`config.mk`:
```
export PLATFORM = sky130hd
export DESIGN_NAME = hsfs_seq
export DESIGN_NICKNAME = d
export VERILOG_FILES = /design/src/pkg/hsfs_pkg.sv /design/src/rtl/hsfs_pgood.sv /design/src/rtl/hsfs_seq.sv /design/src/rtl/hsfs_sync.sv
export VERILOG_INCLUDE_DIRS = /design/src /design/src/pkg
export SDC_FILE = /design/constraint.sdc
export NUM_CORES = 1
export LEC_CHECK = 0
export BUFFER_PORTS_ARGS = -buffer_cell sky130_fd_sc_hd__buf_2
export CAP_MARGIN = 20
export CORE_ASPECT_RATIO = 0.75
export CORE_MARGIN = 3
export CORE_UTILIZATION = 45
export CTS_CLUSTER_SIZE = 40
export DETAILED_ROUTE_END_ITERATION = 6
export PLACE_DENSITY_LB_ADDON = 0.15
export RECOVER_POWER = 100
export SLEW_MARGIN = 20
export SYNTH_ARGS = -nofsm -noshare
export SYNTH_HDL_FRONTEND = slang
export SYNTH_SLANG_ARGS = --single-unit
```
`constraint.sdc`:
```
create_clock -name ref_clk -period 1.93 [get_ports ref_clk]
set_input_delay 0.579 -clock ref_clk [delete_from_list [all_inputs] [get_ports ref_clk]]
set_output_delay 0.579 -clock ref_clk [all_outputs]
set_load 0.05 [all_outputs]
```
`src/pkg/hsfs_consts.svh`:
```
// Constants for the hot-swap fault sequencer: stage and phase counts, mode codes, widths.
// Assumes inclusion by bare name from the package and the design files.
//
// Summary of operation
// - Enable above supply lockout rising threshold; below falling threshold disable, gate low.
// - Low-supply comparator hysteretic: good above 3.225V, undervoltage below 2.925V.
// - High-supply comparator hysteretic: overvoltage above 6.150V, clears below 5.550V.
// - Low-supply input low holds block in reset, gate and timer low.
// - Rising low-supply input starts initial timing when other interlocks hold.
// - Falling low-supply input shuts down at once, gate low, power-good inactive high.
// - Overvoltage forces gate low, leaves breaker timing, power-good, cooling alone.
// - Overvoltage clearing restarts gate when interlocks except timer level hold.
// - Overvoltage resets timing capacitor only during initial timing.
// - Output-low comparator below 2.385V with gate-high comparator sets power-good.
// - Breaker fault adds eight times clamp current to 230uA fast charge.
// - Timer control picks one of four exclusive modes.
// - Reset switch after initial timing, in lockout, undervoltage, overvoltage during timing.
// - Interlocks met: release reset switch, slow charge starts initial timing.
// - Timer at 4V in initial timing: discharge, start-up, release ramp and gate.
// - Sense drop above 50mV fast-charges timer for breaker delay.
// - Sense below 50mV without shutdown slowly discharges timer.
// - Breaker charge to 4V forces gate low; latch off or start cooling.
// - Latch-off cleared by low-supply pulse, external timer pull low, lockout cycle.
// - Output below 5V makes clamp current zero; fast charge nominal only.
// - Latch-off after timeout holds timer up with slow pull-up.
// - Cooling alternates pull-down to 1V and pull-up to 4V: four down, three up.
// - At 1V ending final cooling pull-down, auto-retry attempts gate ramp-up.
// - Lockout, UV, OV watched always; sense, ramp, timer, gate checked before start. OV is not watched in latch-off or cooling.
// - During start-up power-good latches active low on gate-high and output-low.
// - Power-good cleared by lockout, undervoltage, timer at 4V; overvoltage no effect.
// - Ramp held low in lockout, UV, OV, initial timing, after breaker timeout.
`ifndef HSFS_CONSTS_SVH
`define HSFS_CONSTS_SVH
`define HSFS_SYNC_STAGES 3
`define HSFS_COOL_DOWN_PHASES 3'h4
`define HSFS_COOL_UP_PHASES 3'h3
`define HSFS_MODE_W 4
`define HSFS_MODE_SLOW_UP 4'h1
`define HSFS_MODE_FAST_UP 4'h2
`define HSFS_MODE_SLOW_DN 4'h4
`define HSFS_MODE_RESET 4'h8
`define HSFS_IN_W 10
`endif

```
`src/pkg/hsfs_pkg.sv`:
```
// Types for the hot-swap fault sequencer.
// Assumes hsfs_consts.svh is reachable on the include path.
`default_nettype none
`include "hsfs_consts.svh"
package hsfs_pkg;
  typedef enum logic [3:0] {
    HSFS_OFF,
    HSFS_WAIT_ILK,
    HSFS_INIT_TIME,
    HSFS_WAIT_START,
    HSFS_RUN,
    HSFS_OV_HOLD,
    HSFS_LATCHED,
    HSFS_COOL_DN,
    HSFS_COOL_UP
  } hsfs_state_t;
  typedef logic [`HSFS_MODE_W-1:0] hsfs_mode_t;
endpackage
`default_nettype wire

```
`src/rtl/hsfs_pgood.sv`:
```
// Power-good latch: sets during start-up on gate-high and output-low.
// Assumes synchronised inputs from the same clock.
`timescale 1ns/100ps
`default_nettype none
module hsfs_pgood (
  input wire logic ref_clk,
  input wire logic sys_rst,
  input wire logic clear,
  input wire logic startup,
  input wire logic gate_high,
  input wire logic out_low,
  output logic power_ok_flag_n
);
  logic pg_n_r, pg_n_nxt;

  always_comb begin
    pg_n_nxt = pg_n_r;
    if (startup && gate_high && out_low) begin
      pg_n_nxt = 1'b0;
    end
    if (clear) begin
      pg_n_nxt = 1'b1;
    end
  end

  always_ff @(posedge ref_clk) begin
    if (sys_rst) begin
      pg_n_r <= 1'b1;
    end else begin
      pg_n_r <= pg_n_nxt;
    end
  end

  // Kept at pin polarity so the output leaves a flop; high through reset
  assign power_ok_flag_n = pg_n_r;
endmodule // hsfs_pgood
`default_nettype wire

```
`src/rtl/hsfs_seq.sv`:
```
// Top of the hot-swap fault sequencer: interlocks, timer mode, gate and ramp control.
// Assumes comparator decisions arrive as asynchronous levels; analog timing
// current and thresholds live in the external circuit this block steers.
`timescale 1ns/100ps
`default_nettype none
`include "hsfs_consts.svh"
module hsfs_seq (
  input wire logic ref_clk,
  input wire logic sys_rst,
  input wire logic auto_retry,
  input wire logic supply_lockout_ok,
  input wire logic low_supply_input,
  input wire logic high_supply_input,
  input wire logic breaker_comparator,
  input wire logic ramp_low,
  input wire logic timing_low_cmp,
  input wire logic timing_high_cmp,
  input wire logic gate_low_cmp,
  input wire logic gate_high_cmp,
  input wire logic output_low_cmp,
  input wire logic output_clamp_active,
  output logic gate_enable,
  output logic ramp_release,
  output logic timer_slow_up,
  output logic timer_fast_up,
  output logic timer_slow_down,
  output logic timer_reset,
  output logic clamp_boost_enable,
  output logic power_ok_flag_n,
  output hsfs_pkg::hsfs_state_t seq_state
);
  import hsfs_pkg::*;

  // Limitations: thresholds, currents and hysteresis belong to the analog
  // comparators and sources outside; this block only steers them.
  // Each decision trails its pin by about five clocks, which is small
  // against any timer interval; a glitch sampled on one clock edge only is lost.
  // Trade-off: no digital count of the capacitor, so every interval is set
  // by the external capacitor alone and stays exact whatever the clock.

  ////////////////////////////////////////////////////////////////////////
  // Input synchronisation
  logic [`HSFS_IN_W-1:0] raw_in, syn;
  logic lko, uv_ok, ov, cb, ss_lo, t_lo, t_hi, g_lo, g_hi, d_lo;
  logic uv_prev_r, uv_rise, uv_fall;

  assign raw_in = {supply_lockout_ok, low_supply_input, high_supply_input,
                   breaker_comparator, ramp_low, timing_low_cmp, timing_high_cmp,
                   gate_low_cmp, gate_high_cmp, output_low_cmp};

  hsfs_sync #(.W(`HSFS_IN_W)) u_sync (
    .ref_clk(ref_clk),
    .sys_rst(sys_rst),
    .async_in(raw_in),
    .sync_out(syn)
  );

  // Hysteresis of lockout, UV and OV is in the analog comparators
  assign {lko, uv_ok, ov, cb, ss_lo, t_lo, t_hi, g_lo, g_hi, d_lo} = syn;
  assign uv_rise = uv_ok && !uv_prev_r;
  assign uv_fall = !uv_ok && uv_prev_r;

  // Clamp flag passes the same three stages inline; it only gates a current
  logic [2:0] clamp_sh_r;
  logic clamp_r;

  ////////////////////////////////////////////////////////////////////////
  // Sequencer
  hsfs_state_t state_r, state_nxt;
  logic [2:0] phase_r, phase_nxt;
  logic armed_r, armed_nxt;
  logic [`HSFS_MODE_W-1:0] mode_nxt, mode_r;
  logic gate_nxt, gate_r, ramp_nxt, ramp_r, boost_nxt, boost_r;
  logic pg_clear, pg_start;
  logic start_ilk;
  logic settle_r, settle_nxt;
  logic cb_trip;
  logic [2:0] clamp_sh_nxt;
  logic clamp_nxt;

  // Checks made only before initial timing or ramp-up
  function automatic logic start_checks(input logic cb_i, input logic ss_i,
                                        input logic g_i);
    start_checks = !cb_i && ss_i && g_i;
  endfunction

  assign start_ilk = start_checks(cb, ss_lo, g_lo) && t_lo;

  // On-states: the switch may be driven and breaker timing is live
  function automatic logic on_state(input hsfs_state_t s);
    on_state = (s == HSFS_RUN) || (s == HSFS_OV_HOLD);
  endfunction

  // Right after initial timing the capacitor still sits at the high level
  // until the reset switch has pulled it down; that must not read as a trip
  assign cb_trip = t_hi && !settle_r;

  ////////////////////////////////////////////////////////////////////////
  // Start-up discharge
  // Set on entry to the run state from initial timing, cleared once the timer reads low again
  always_comb begin
    settle_nxt = settle_r;
    if (state_r == HSFS_INIT_TIME && state_nxt == HSFS_RUN) begin
      settle_nxt = 1'b1;
    end else if (t_lo || !on_state(state_nxt)) begin
      settle_nxt = 1'b0;
    end
  end

  always_ff @(posedge ref_clk) begin
    if (sys_rst) begin
      settle_r <= 1'b0;
    end else begin
      settle_r <= settle_nxt;
    end
  end

  // Clamp flag: shift and agree as in the synchroniser bank, kept apart
  // because it only scales a current and never moves the state
  always_comb begin
    clamp_sh_nxt = {clamp_sh_r[1:0], output_clamp_active};
    clamp_nxt = clamp_r;
    if (clamp_sh_r[1] == clamp_sh_r[2]) begin
      clamp_nxt = clamp_sh_r[2];
    end
  end

  always_comb begin
    state_nxt = state_r;
    phase_nxt = phase_r;
    armed_nxt = armed_r;
    unique case (state_r)
      HSFS_OFF: begin
        // Leave only with every continuously watched interlock good
        if (lko && uv_ok && !ov) begin
          state_nxt = HSFS_WAIT_ILK;
        end
      end
      HSFS_WAIT_ILK: begin
        // Arm on a UV rise, or when supply came good with UV already high
        if (uv_rise || !armed_r) begin
          armed_nxt = 1'b1;
        end
        if (start_ilk && !ov) begin
          state_nxt = HSFS_INIT_TIME;
        end
      end
      HSFS_INIT_TIME: begin
        // OV throws the partial timing away and starts over
        if (ov) begin
          state_nxt = HSFS_WAIT_ILK;
        end else if (t_hi) begin
          state_nxt = HSFS_RUN;
        end
      end
      HSFS_RUN: begin
        // Breaker timing stays live here; OV only drops the gate and the ramp
        if (ov) begin
          state_nxt = HSFS_OV_HOLD;
        end else if (cb_trip) begin
          state_nxt = auto_retry ? HSFS_COOL_DN : HSFS_LATCHED;
          phase_nxt = '0;
        end
      end
      HSFS_OV_HOLD: begin
        // Timer level not required on recovery
        if (!ov && start_checks(cb, ss_lo, g_lo)) begin
          state_nxt = HSFS_RUN;
        end else if (cb_trip) begin
          // Fault timing ran on through the OV interval
          state_nxt = auto_retry ? HSFS_COOL_DN : HSFS_LATCHED;
          phase_nxt = '0;
        end
      end
      HSFS_LATCHED: begin
        // External pull-low on the timer clears the latch
        if (t_lo) begin
          state_nxt = HSFS_WAIT_ILK;
        end
      end
      HSFS_COOL_DN: begin
        // Last pull-down retries only once the ramp-up checks pass again
        if (t_lo) begin
          if (phase_r + 3'h1 != `HSFS_COOL_DOWN_PHASES) begin
            phase_nxt = phase_r + 3'h1;
            state_nxt = HSFS_COOL_UP;
          end else if (start_checks(cb, ss_lo, g_lo)) begin
            phase_nxt = phase_r + 3'h1;
            state_nxt = HSFS_RUN;
          end
        end
      end
      HSFS_COOL_UP: begin
        // Slow pull-up back to the high level between pull-downs
        if (t_hi) begin
          state_nxt = HSFS_COOL_DN;
        end
      end
      default: state_nxt = HSFS_OFF;
    endcase
    // Lockout and UV act in every state
    if (!lko || !uv_ok || uv_fall) begin
      state_nxt = HSFS_OFF;
      armed_nxt = 1'b0;
      phase_nxt = '0;
    end
  end

  always_comb begin
    gate_nxt = 1'b0;
    ramp_nxt = 1'b0;
    boost_nxt = 1'b0;
    mode_nxt = `HSFS_MODE_RESET;
    unique case (state_nxt)
      HSFS_OFF, HSFS_WAIT_ILK: begin
        mode_nxt = `HSFS_MODE_RESET;
      end
      HSFS_INIT_TIME: begin
        mode_nxt = `HSFS_MODE_SLOW_UP;
      end
      HSFS_RUN, HSFS_OV_HOLD: begin
        gate_nxt = (state_nxt == HSFS_RUN);
        ramp_nxt = (state_nxt == HSFS_RUN);
        if (settle_nxt) begin
          mode_nxt = `HSFS_MODE_RESET;
        end else if (cb) begin
          mode_nxt = `HSFS_MODE_FAST_UP;
          boost_nxt = clamp_r;
        end else begin
          mode_nxt = `HSFS_MODE_SLOW_DN;
        end
      end
      HSFS_LATCHED: begin
        mode_nxt = `HSFS_MODE_SLOW_UP;
      end
      HSFS_COOL_DN: begin
        mode_nxt = `HSFS_MODE_SLOW_DN;
      end
      HSFS_COOL_UP: begin
        mode_nxt = `HSFS_MODE_SLOW_UP;
      end
      default: mode_nxt = `HSFS_MODE_RESET;
    endcase
  end

  // Start-up window for power-good is the run state only; OV leaves it alone
  assign pg_start = (state_r == HSFS_RUN);
  // Clear beats set, so a supply drop never leaves the flag active; the
  // start-up discharge is no timeout and leaves the flag alone
  assign pg_clear = (state_nxt == HSFS_OFF) ||
                    (on_state(state_r) && cb_trip);

  hsfs_pgood u_pgood (
    .ref_clk(ref_clk),
    .sys_rst(sys_rst),
    .clear(pg_clear),
    .startup(pg_start),
    .gate_high(g_hi),
    .out_low(d_lo),
    .power_ok_flag_n(power_ok_flag_n)
  );

  ////////////////////////////////////////////////////////////////////////
  // Registers
  always_ff @(posedge ref_clk) begin
    if (sys_rst) begin
      state_r <= HSFS_OFF;
      phase_r <= '0;
      armed_r <= 1'b0;
      mode_r <= `HSFS_MODE_RESET;
      gate_r <= 1'b0;
      ramp_r <= 1'b0;
      boost_r <= 1'b0;
      uv_prev_r <= 1'b0;
      clamp_sh_r <= '0;
      clamp_r <= 1'b0;
    end else begin
      state_r <= state_nxt;
      phase_r <= phase_nxt;
      armed_r <= armed_nxt;
      mode_r <= mode_nxt;
      gate_r <= gate_nxt;
      ramp_r <= ramp_nxt;
      boost_r <= boost_nxt;
      uv_prev_r <= uv_ok;
      clamp_sh_r <= clamp_sh_nxt;
      clamp_r <= clamp_nxt;
    end
  end

  ////////////////////////////////////////////////////////////////////////
  // Outputs
  // Every pin leaves a flop; the timer bits are slices of one mode word,
  // so they switch on the same edge and never overlap
  assign gate_enable = gate_r;
  assign ramp_release = ramp_r;
  assign timer_slow_up = mode_r[0];
  assign timer_fast_up = mode_r[1];
  assign timer_slow_down = mode_r[2];
  assign timer_reset = mode_r[3];
  assign clamp_boost_enable = boost_r;
  assign seq_state = state_r;
endmodule // hsfs_seq
`default_nettype wire

```
`src/rtl/hsfs_sync.sv`:
```
// Three-stage synchroniser bank for asynchronous comparator levels.
// Assumes inputs are quasi-static logic levels; output moves when stages 2 and 3 agree.
`timescale 1ns/100ps
`default_nettype none
`include "hsfs_consts.svh"
module hsfs_sync #(
  parameter int W = `HSFS_IN_W
) (
  input wire logic ref_clk,
  input wire logic sys_rst,
  input wire logic [W-1:0] async_in,
  output logic [W-1:0] sync_out
);
  logic [W-1:0] s1_r, s2_r, s3_r, out_r;
  logic [W-1:0] out_nxt;

  always_comb begin
    // Stage 1 feeds only stage 2; agreement is judged on stages 2 and 3
    out_nxt = out_r;
    for (int i = 0; i < W; i++) begin
      if (s2_r[i] == s3_r[i]) begin
        out_nxt[i] = s3_r[i];
      end
    end
  end

  always_ff @(posedge ref_clk) begin
    if (sys_rst) begin
      s1_r <= '0;
      s2_r <= '0;
      s3_r <= '0;
      out_r <= '0;
    end else begin
      s1_r <= async_in;
      s2_r <= s1_r;
      s3_r <= s2_r;
      out_r <= out_nxt;
    end
  end

  assign sync_out = out_r;
endmodule // hsfs_sync
`default_nettype wire

```
==> results of run 1 <==
[synth_stat cells (2+ instances only)]
| library cell | count |
|---|---|
| o21ai_1 | 2 |
| inv_1 | 7 |
| nand2b_1 | 5 |
| nor2_1 | 10 |
| o21ai_0 | 14 |
| a31oi_1 | 4 |
| nand3b_1 | 2 |
| mux2i_1 | 3 |
| nand3_1 | 4 |
| nor4b_1 | 2 |
| nor3_1 | 4 |
| nand4b_1 | 3 |
| clkbuf_1 | 11 |
| a21oi_1 | 15 |
| nand2_1 | 21 |
| nor2b_1 | 38 |
| dfxtp_1 | 59 |
| ha_1 | 3 |
| nor3b_1 | 2 |
| o2111ai_1 | 2 |
[kinds of logic after synthesis]
kind of cell | count (synthesis) | synth area share (%)
and+or+nand+nor | 100 | 26.0
DFF | 59 | 53.0
AOI/OAI and AO/OA | 51 | 14.4
buffers and inverters | 20 | 3.59
muxes | 3 | 1.35
adders and majority gates | 3 | 1.68
[cells in the final DEF, fill, tap and decap left out, drive strengths merged, types with 2 or more instances in the layout]
master	n
dfxtp	59
nor2b	38
buf	29
clkbuf	24
nand2	21
o21ai	16
a21oi	15
nor2	10
inv	7
nand2b	5
nor3	4
nand3	4
a31oi	4
nand4b	3
mux2i	3
ha	3
nand3b	2
o2111ai	2
nor3b	2
bufinv	2
nor4b	2
or3b	2
o32ai	2
[metal layers]
metal	GRT usage, %	vias up
met5	0	-
met4	8.43	0
met3	5.93	7
met2	23.0	37
met1	20.7	740
li1	-	891
[where the power goes]
part	switching, uW	internal, uW	total, uW
sequential	9.67	1240	1250
combinational	22.8	25.6	48.4
clock	457	795	1250
[layout make-up]
class,count,area (sq um)
inverter,7,26.3
multi-input combinational,157,1020
tap,57,71.3
sequential,59,1200
timing repair buffer,41,231
clock inverter,4,72.6
fill,405,1850
clock buffer,12,155
[path summary, 6_finish.rpt]
kind | end | cells past startpoint | slack [ns] | start
max | clamp_boost_enable | 8 | 0.07 | phase_r[0]
min | u_sync.s2_r[6] | 1 | 0.43 | u_sync.s1_r[6]
max reg2reg | clamp_boost_enable | 8 | 0.07 | phase_r[0]
min reg2reg | u_sync.s2_r[6] | 1 | 0.43 | u_sync.s1_r[6]
[worst reg2reg max path: stages, from the launching register on]
cell and delay (ns):
dfxtp_2 0.36, ha_4 0.14, ha_2 0.16, nand2_1 0.06, a31oi_1 0.21, a31oi_2 0.06, or3_4 0.41, nor4_4 0.22
and3_1 0.17
[metrics by stage]
stage | hold slack [ns] | setup WS (ns)
after global placement | 0.417 | 0.0276
after global routing | 0.446 | -0.0230
after detailed placement | 0.420 | -0.0175
after floorplan | 0.414 | 0.0114
final | 0.431 | 0.0713
after CTS | 0.432 | 0.0356
[timing repair]
item,4_1_cts,5_1_grt
resized for setup,0,13
setup buffers,0,5
endpoints found under the setup margin,0,8
[state kept, by name, indices dropped and copies added (netlist names)]
name	flops
settle_r	1
clamp_sh_r	3
u_sync.sync_out	10
phase_r	3
seq_state	4
clamp_r	1
u_pgood.power_ok_flag_n	1
u_sync.s2_r	10
mode_r	4
u_sync.s3_r	10
ramp_release	1
clamp_boost_enable	1
u_sync.s1_r	10
==> out/metrics.cfg, run 1 <==
[setup_path]
cpMaxStageDelayCell=or3_4
path_cells=ha_4 -> ha_2 -> nand2_1 -> a31oi_1 -> a31oi_2 -> or3_4 -> nor4_4 -> and3_1
worstSetupPathType=flip-flop to flip-flop
cpPeakStageDelay_ns=0.41
start_kind=flip-flop
crit_path_max_fanout=4
crit_arrival_ns=2.13
cp.required_ns=2.20
end_kind=flip-flop
path_buf_inv=0
crit_family=simple AND/OR/NAND/NOR gates

[synthesis]
synthesis.area_sq_um=2230
syn-num-nets=253
synth_edf_count=0
syn_inst=236
synthTopCellsByArea=dfxtp_1, nor2b_1, nand2_1
synth.avg_cell_area_sq_um=9.45
ys_types=45
synth_top_area_share_pct=53.0
async_flop_share_pct=0
synth_top_area_cell=dfxtp_1
seq_area_frac_synth_pct=53.0
ys_dominant_reg_cell=dfxtp_1
ys_ff_latch=59
yosys_warnings=0

[floorplan]
io_pins=26
die_area_sq_um=5840
core_sq_um=4620
std_cell_rows=21
initial_core_util_pct=48.2
die_h_microns=67.0
die_x_microns=87.3

[routing]
via_count=1675
firstDrtPassIters=4
dr_wl_met3_microns=225
top_layer_used=met4
drt_iter0_markers=75
routedLengthMet1_microns=2090
via_per_inst=4.97
drc=0
wl_per_cell_microns=12.4
wl_met2_microns=1800
drtAntennaViolNets=0
finalWirelength_microns=4190

[sta]
setup_viol=0
period_share_pct=96.3
fin_crit_ns=1.86
setup_tns_ns=0
max_freq_mhz=538
worst_pin_slew_ns=0.889
relSlewSlack_pct=40.8
finalHoldViolCount=0
finalClockSkew_ns=0.00593
drv_slew=0

[global_route]
antenna_found_initial=0
grt_pass1_vias=1513
grt_pass1_wl_microns=6960
gr-usage-all-layers_pct=16.0
grt.overflow.total=0
grt_start_max_net_pins=48

[final_layout]
layout.nets=292
fin_cells=337
layout-drive-gt1-share_pct=23.6
fin_area_sq_um=2780
syn_to_final_growth_pct=24.6
num_antenna_cells=0
final_util_pct=60.1

[pwr]
total_power_uw=2550
ir_worst_vdd_mv=0.783
power.density_nw_per_um2=919
p_leak_uw=0.00105

[placed_design]
dp_hpwl_microns=2820
portBuffers=25
place_inst=316
gp_congestion=0.853
place_area_sq_um=2480

[clocking]
clock_latency_ns=0.33
clk_path_buf_depth=2
cts_tree=yes
path_clk_slew_ns=0.06
cts.htree.levels=3
root_buffer=clkbuf_8
hold_buffers=0
clkSinkCount=59
cts_inserted_buffers=9

[status]
status=finished clean

[hold_path]
hp-class=flip-flop to flip-flop

[job]
cap_violations=0

Power figures use the tool's default switching activity.
==> run 2: changes to the inputs <==
--- a/config.mk
+++ b/config.mk
@@ -10,7 +10,7 @@
 export CAP_MARGIN = 20
 export CORE_ASPECT_RATIO = 0.75
 export CORE_MARGIN = 3
-export CORE_UTILIZATION = 45
+export CORE_UTILIZATION = 28
 export CTS_CLUSTER_SIZE = 40
 export DETAILED_ROUTE_END_ITERATION = 6
 export PLACE_DENSITY_LB_ADDON = 0.15
==> run 2 against run 1 <==
Against the previous run: critical path type unchanged; total power down 6.6%; final cell count up 12%; largest power group unchanged; setup slack better by 0.023 ns; routed wire length up 9.8%; sequential share of layout area down 0.28 points; register-to-register slack better by 0.02 ns; sequential power about the same; highest routed layer unchanged; global-route usage down 4.8 points; sequential cell count unchanged; first-iteration DRC count down 25%; cell area up 1.2%; core utilization down 23 points.
==> out/metrics.cfg, run 2 (synthesis gave the netlist of run 1 again) <==
[clocking]
root_buffer=clkbuf_8
hold_buffers=0  ; unchanged
cts_inserted_buffers=9  ; unchanged
clk_path_buf_depth=2  ; unchanged
path_clk_slew_ns=0.06  ; about the same
cts.htree.levels=3  ; unchanged
clkSinkCount=59  ; unchanged
cts_tree=yes
clock_latency_ns=0.33  ; about the same

[final_layout]
final_common_cell=dfxtp_1
layout.nets=292  ; unchanged
seqCellArea_sq_um=1200  ; +0.52%
multi_input_area_sq_um=1030  ; +0.12%
fillerInstances=759  ; +87%
layout-drive-gt1-share_pct=23.7  ; +0.17 points
fin_cells=379  ; +12%
syn_to_final_growth_pct=26.0
num_antenna_cells=0  ; unchanged
mostFrequentLayoutCells=dfxtp_1, nor2b_1, nand2_1

[placed_design]
place_inst=363  ; +15%
gp_congestion=0.829  ; -2.8%
dp_hpwl_microns=3160  ; +12%
portBuffers=25  ; unchanged

[floorplan]
die_x_microns=109  ; +25%
initial_core_util_pct=29.6  ; -19 points
die_h_microns=83.3  ; +24%
std_cell_rows=27  ; +29%
die_area_sq_um=9080  ; +55%
core_sq_um=7530  ; +63%
io_pins=26  ; unchanged

[global_route]
grt_pass1_vias=1637  ; +8.2%
grt.overflow.total=0  ; unchanged
antenna_found_initial=0  ; unchanged
grt_pass1_wl_microns=7890  ; +13%
grt_start_max_net_pins=48  ; unchanged
gr-usage-all-layers_pct=11.2  ; -4.8 points

[setup_path]
end_kind=flip-flop
cp.required_ns=2.20  ; about the same
crit_arrival_ns=2.11  ; -0.02 ns
start_kind=flip-flop
worstSetupPathType=flip-flop to flip-flop
crit_path_max_fanout=3  ; -1

[sta]
fin_crit_ns=1.84  ; -0.0228 ns
finalClockSkew_ns=0.00893  ; +0.00299 ns
rsz0062_at_grt=false
max_freq_mhz=545  ; +1.2%
worst_pin_slew_ns=0.600  ; -0.288 ns
drv_slew=0  ; unchanged
finalHoldViolCount=0  ; unchanged
setup_viol=0  ; unchanged
relSlewSlack_pct=60.1  ; +19 points
period_share_pct=95.1  ; -1.2 points
holdWs_ns=0.434  ; +0.00305 ns

[status]
status=finished clean

[hold_path]
hp-class=flip-flop to flip-flop

[pwr]
p_sw_uw=485  ; -0.85%
p_leak_uw=0.00104  ; -0.86%
power.density_nw_per_um2=848  ; -7.7%
power_frac_seq_pct=52.4  ; +3.4 points
intPower_uw=1900  ; -8.0%
p_sw_share_pct=20.3  ; +1.2 points
power_frac_clock_pct=45.5  ; -3.6 points
ir_worst_vdd_mv=0.371  ; -53%
pwr-share-comb_pct=2.1  ; +0.2 points

[job]
cap_violations=0  ; unchanged

[routing]
finalWirelength_microns=4600  ; +9.8%
drt_iter0_markers=56  ; -25%
via_per_inst=4.58  ; -7.9%
wl_per_cell_microns=12.1  ; -2.4%
drc=0  ; unchanged
drtAntennaViolNets=0  ; unchanged
firstDrtPassIters=4  ; unchanged
via_count=1735  ; +3.6%

[run 2: worst max-delay path, cell delays in order (launching register included)]
cell and delay (ns):
dfxtp_4 0.36, ha_4 0.13, ha_2 0.17, inv_1 0.04
or3b_4 0.41, nand3_4 0.11, o22ai_2 0.11, nor4_2 0.26
and3_1 0.17
[run 2: cell type report]
class	count	share of cell area [%]
repair buffers	41	8.33
flip-flops and latches	59	42.8
clock buffers	13	6.77
clock inverters	1	0.178
well taps	101	4.50
multi-input cells	157	36.5
inverters	7	0.935
[run 2: through the flow]
stage	setup TNS, ns	total power [uW]	worst slack [ns]	instance area [sq um]	util, %
final	0	2380	0.0941	2810	37.3
after global routing	0	2510	0.0000608	2810	37.3
after CTS	0	2440	0.0135	2760	36.6
after detailed placement	-0.0572	1330	-0.0572	2560	33.9
after global placement	0	1330	0.0347	2560	33.9
after floorplan	0	1310	0.0114	2260	-
[run 2: power groups by stage]
stage	sequential (uW)	clock, uW	combinational (uW)
2_1_floorplan	1280	0	32.8
3_3_place_gp	1280	0	50.9
3_5_place_dp	1280	0	51.6
4_1_cts	1250	1130	51.6
5_1_grt	1250	1200	57.9
6_report	1250	1090	49.6
[run 2: repair_timing]
action,CTS,global route
pin swaps,0,2
endpoints found under the setup margin,1,6
gates resized for setup,1,15
gates cloned,0,0
buffers inserted,0,2
[run 2: routing by layer]
layer / vias to the layer above / global-route usage (%) / part of all wire, %
li1: 889 / - / -
met1: 802 / 14.7 / 51
met2: 36 / 16.2 / 42
met3: 8 / 3.96 / 5.4
met4: 0 / 5.50 / 1.3
met5: - / 0 / 0
[run 2: final timing paths]
path	start	to	slack [ns]	cells past startpoint
worst max-delay path	phase_r[0]	clamp_boost_enable	0.09	8
worst max register to register	phase_r[0]	clamp_boost_enable	0.09	8
worst min-delay path	u_sync.s1_r[5]	u_sync.s2_r[5]	0.43	1
worst min register to register	u_sync.s1_r[5]	u_sync.s2_r[5]	0.43	1
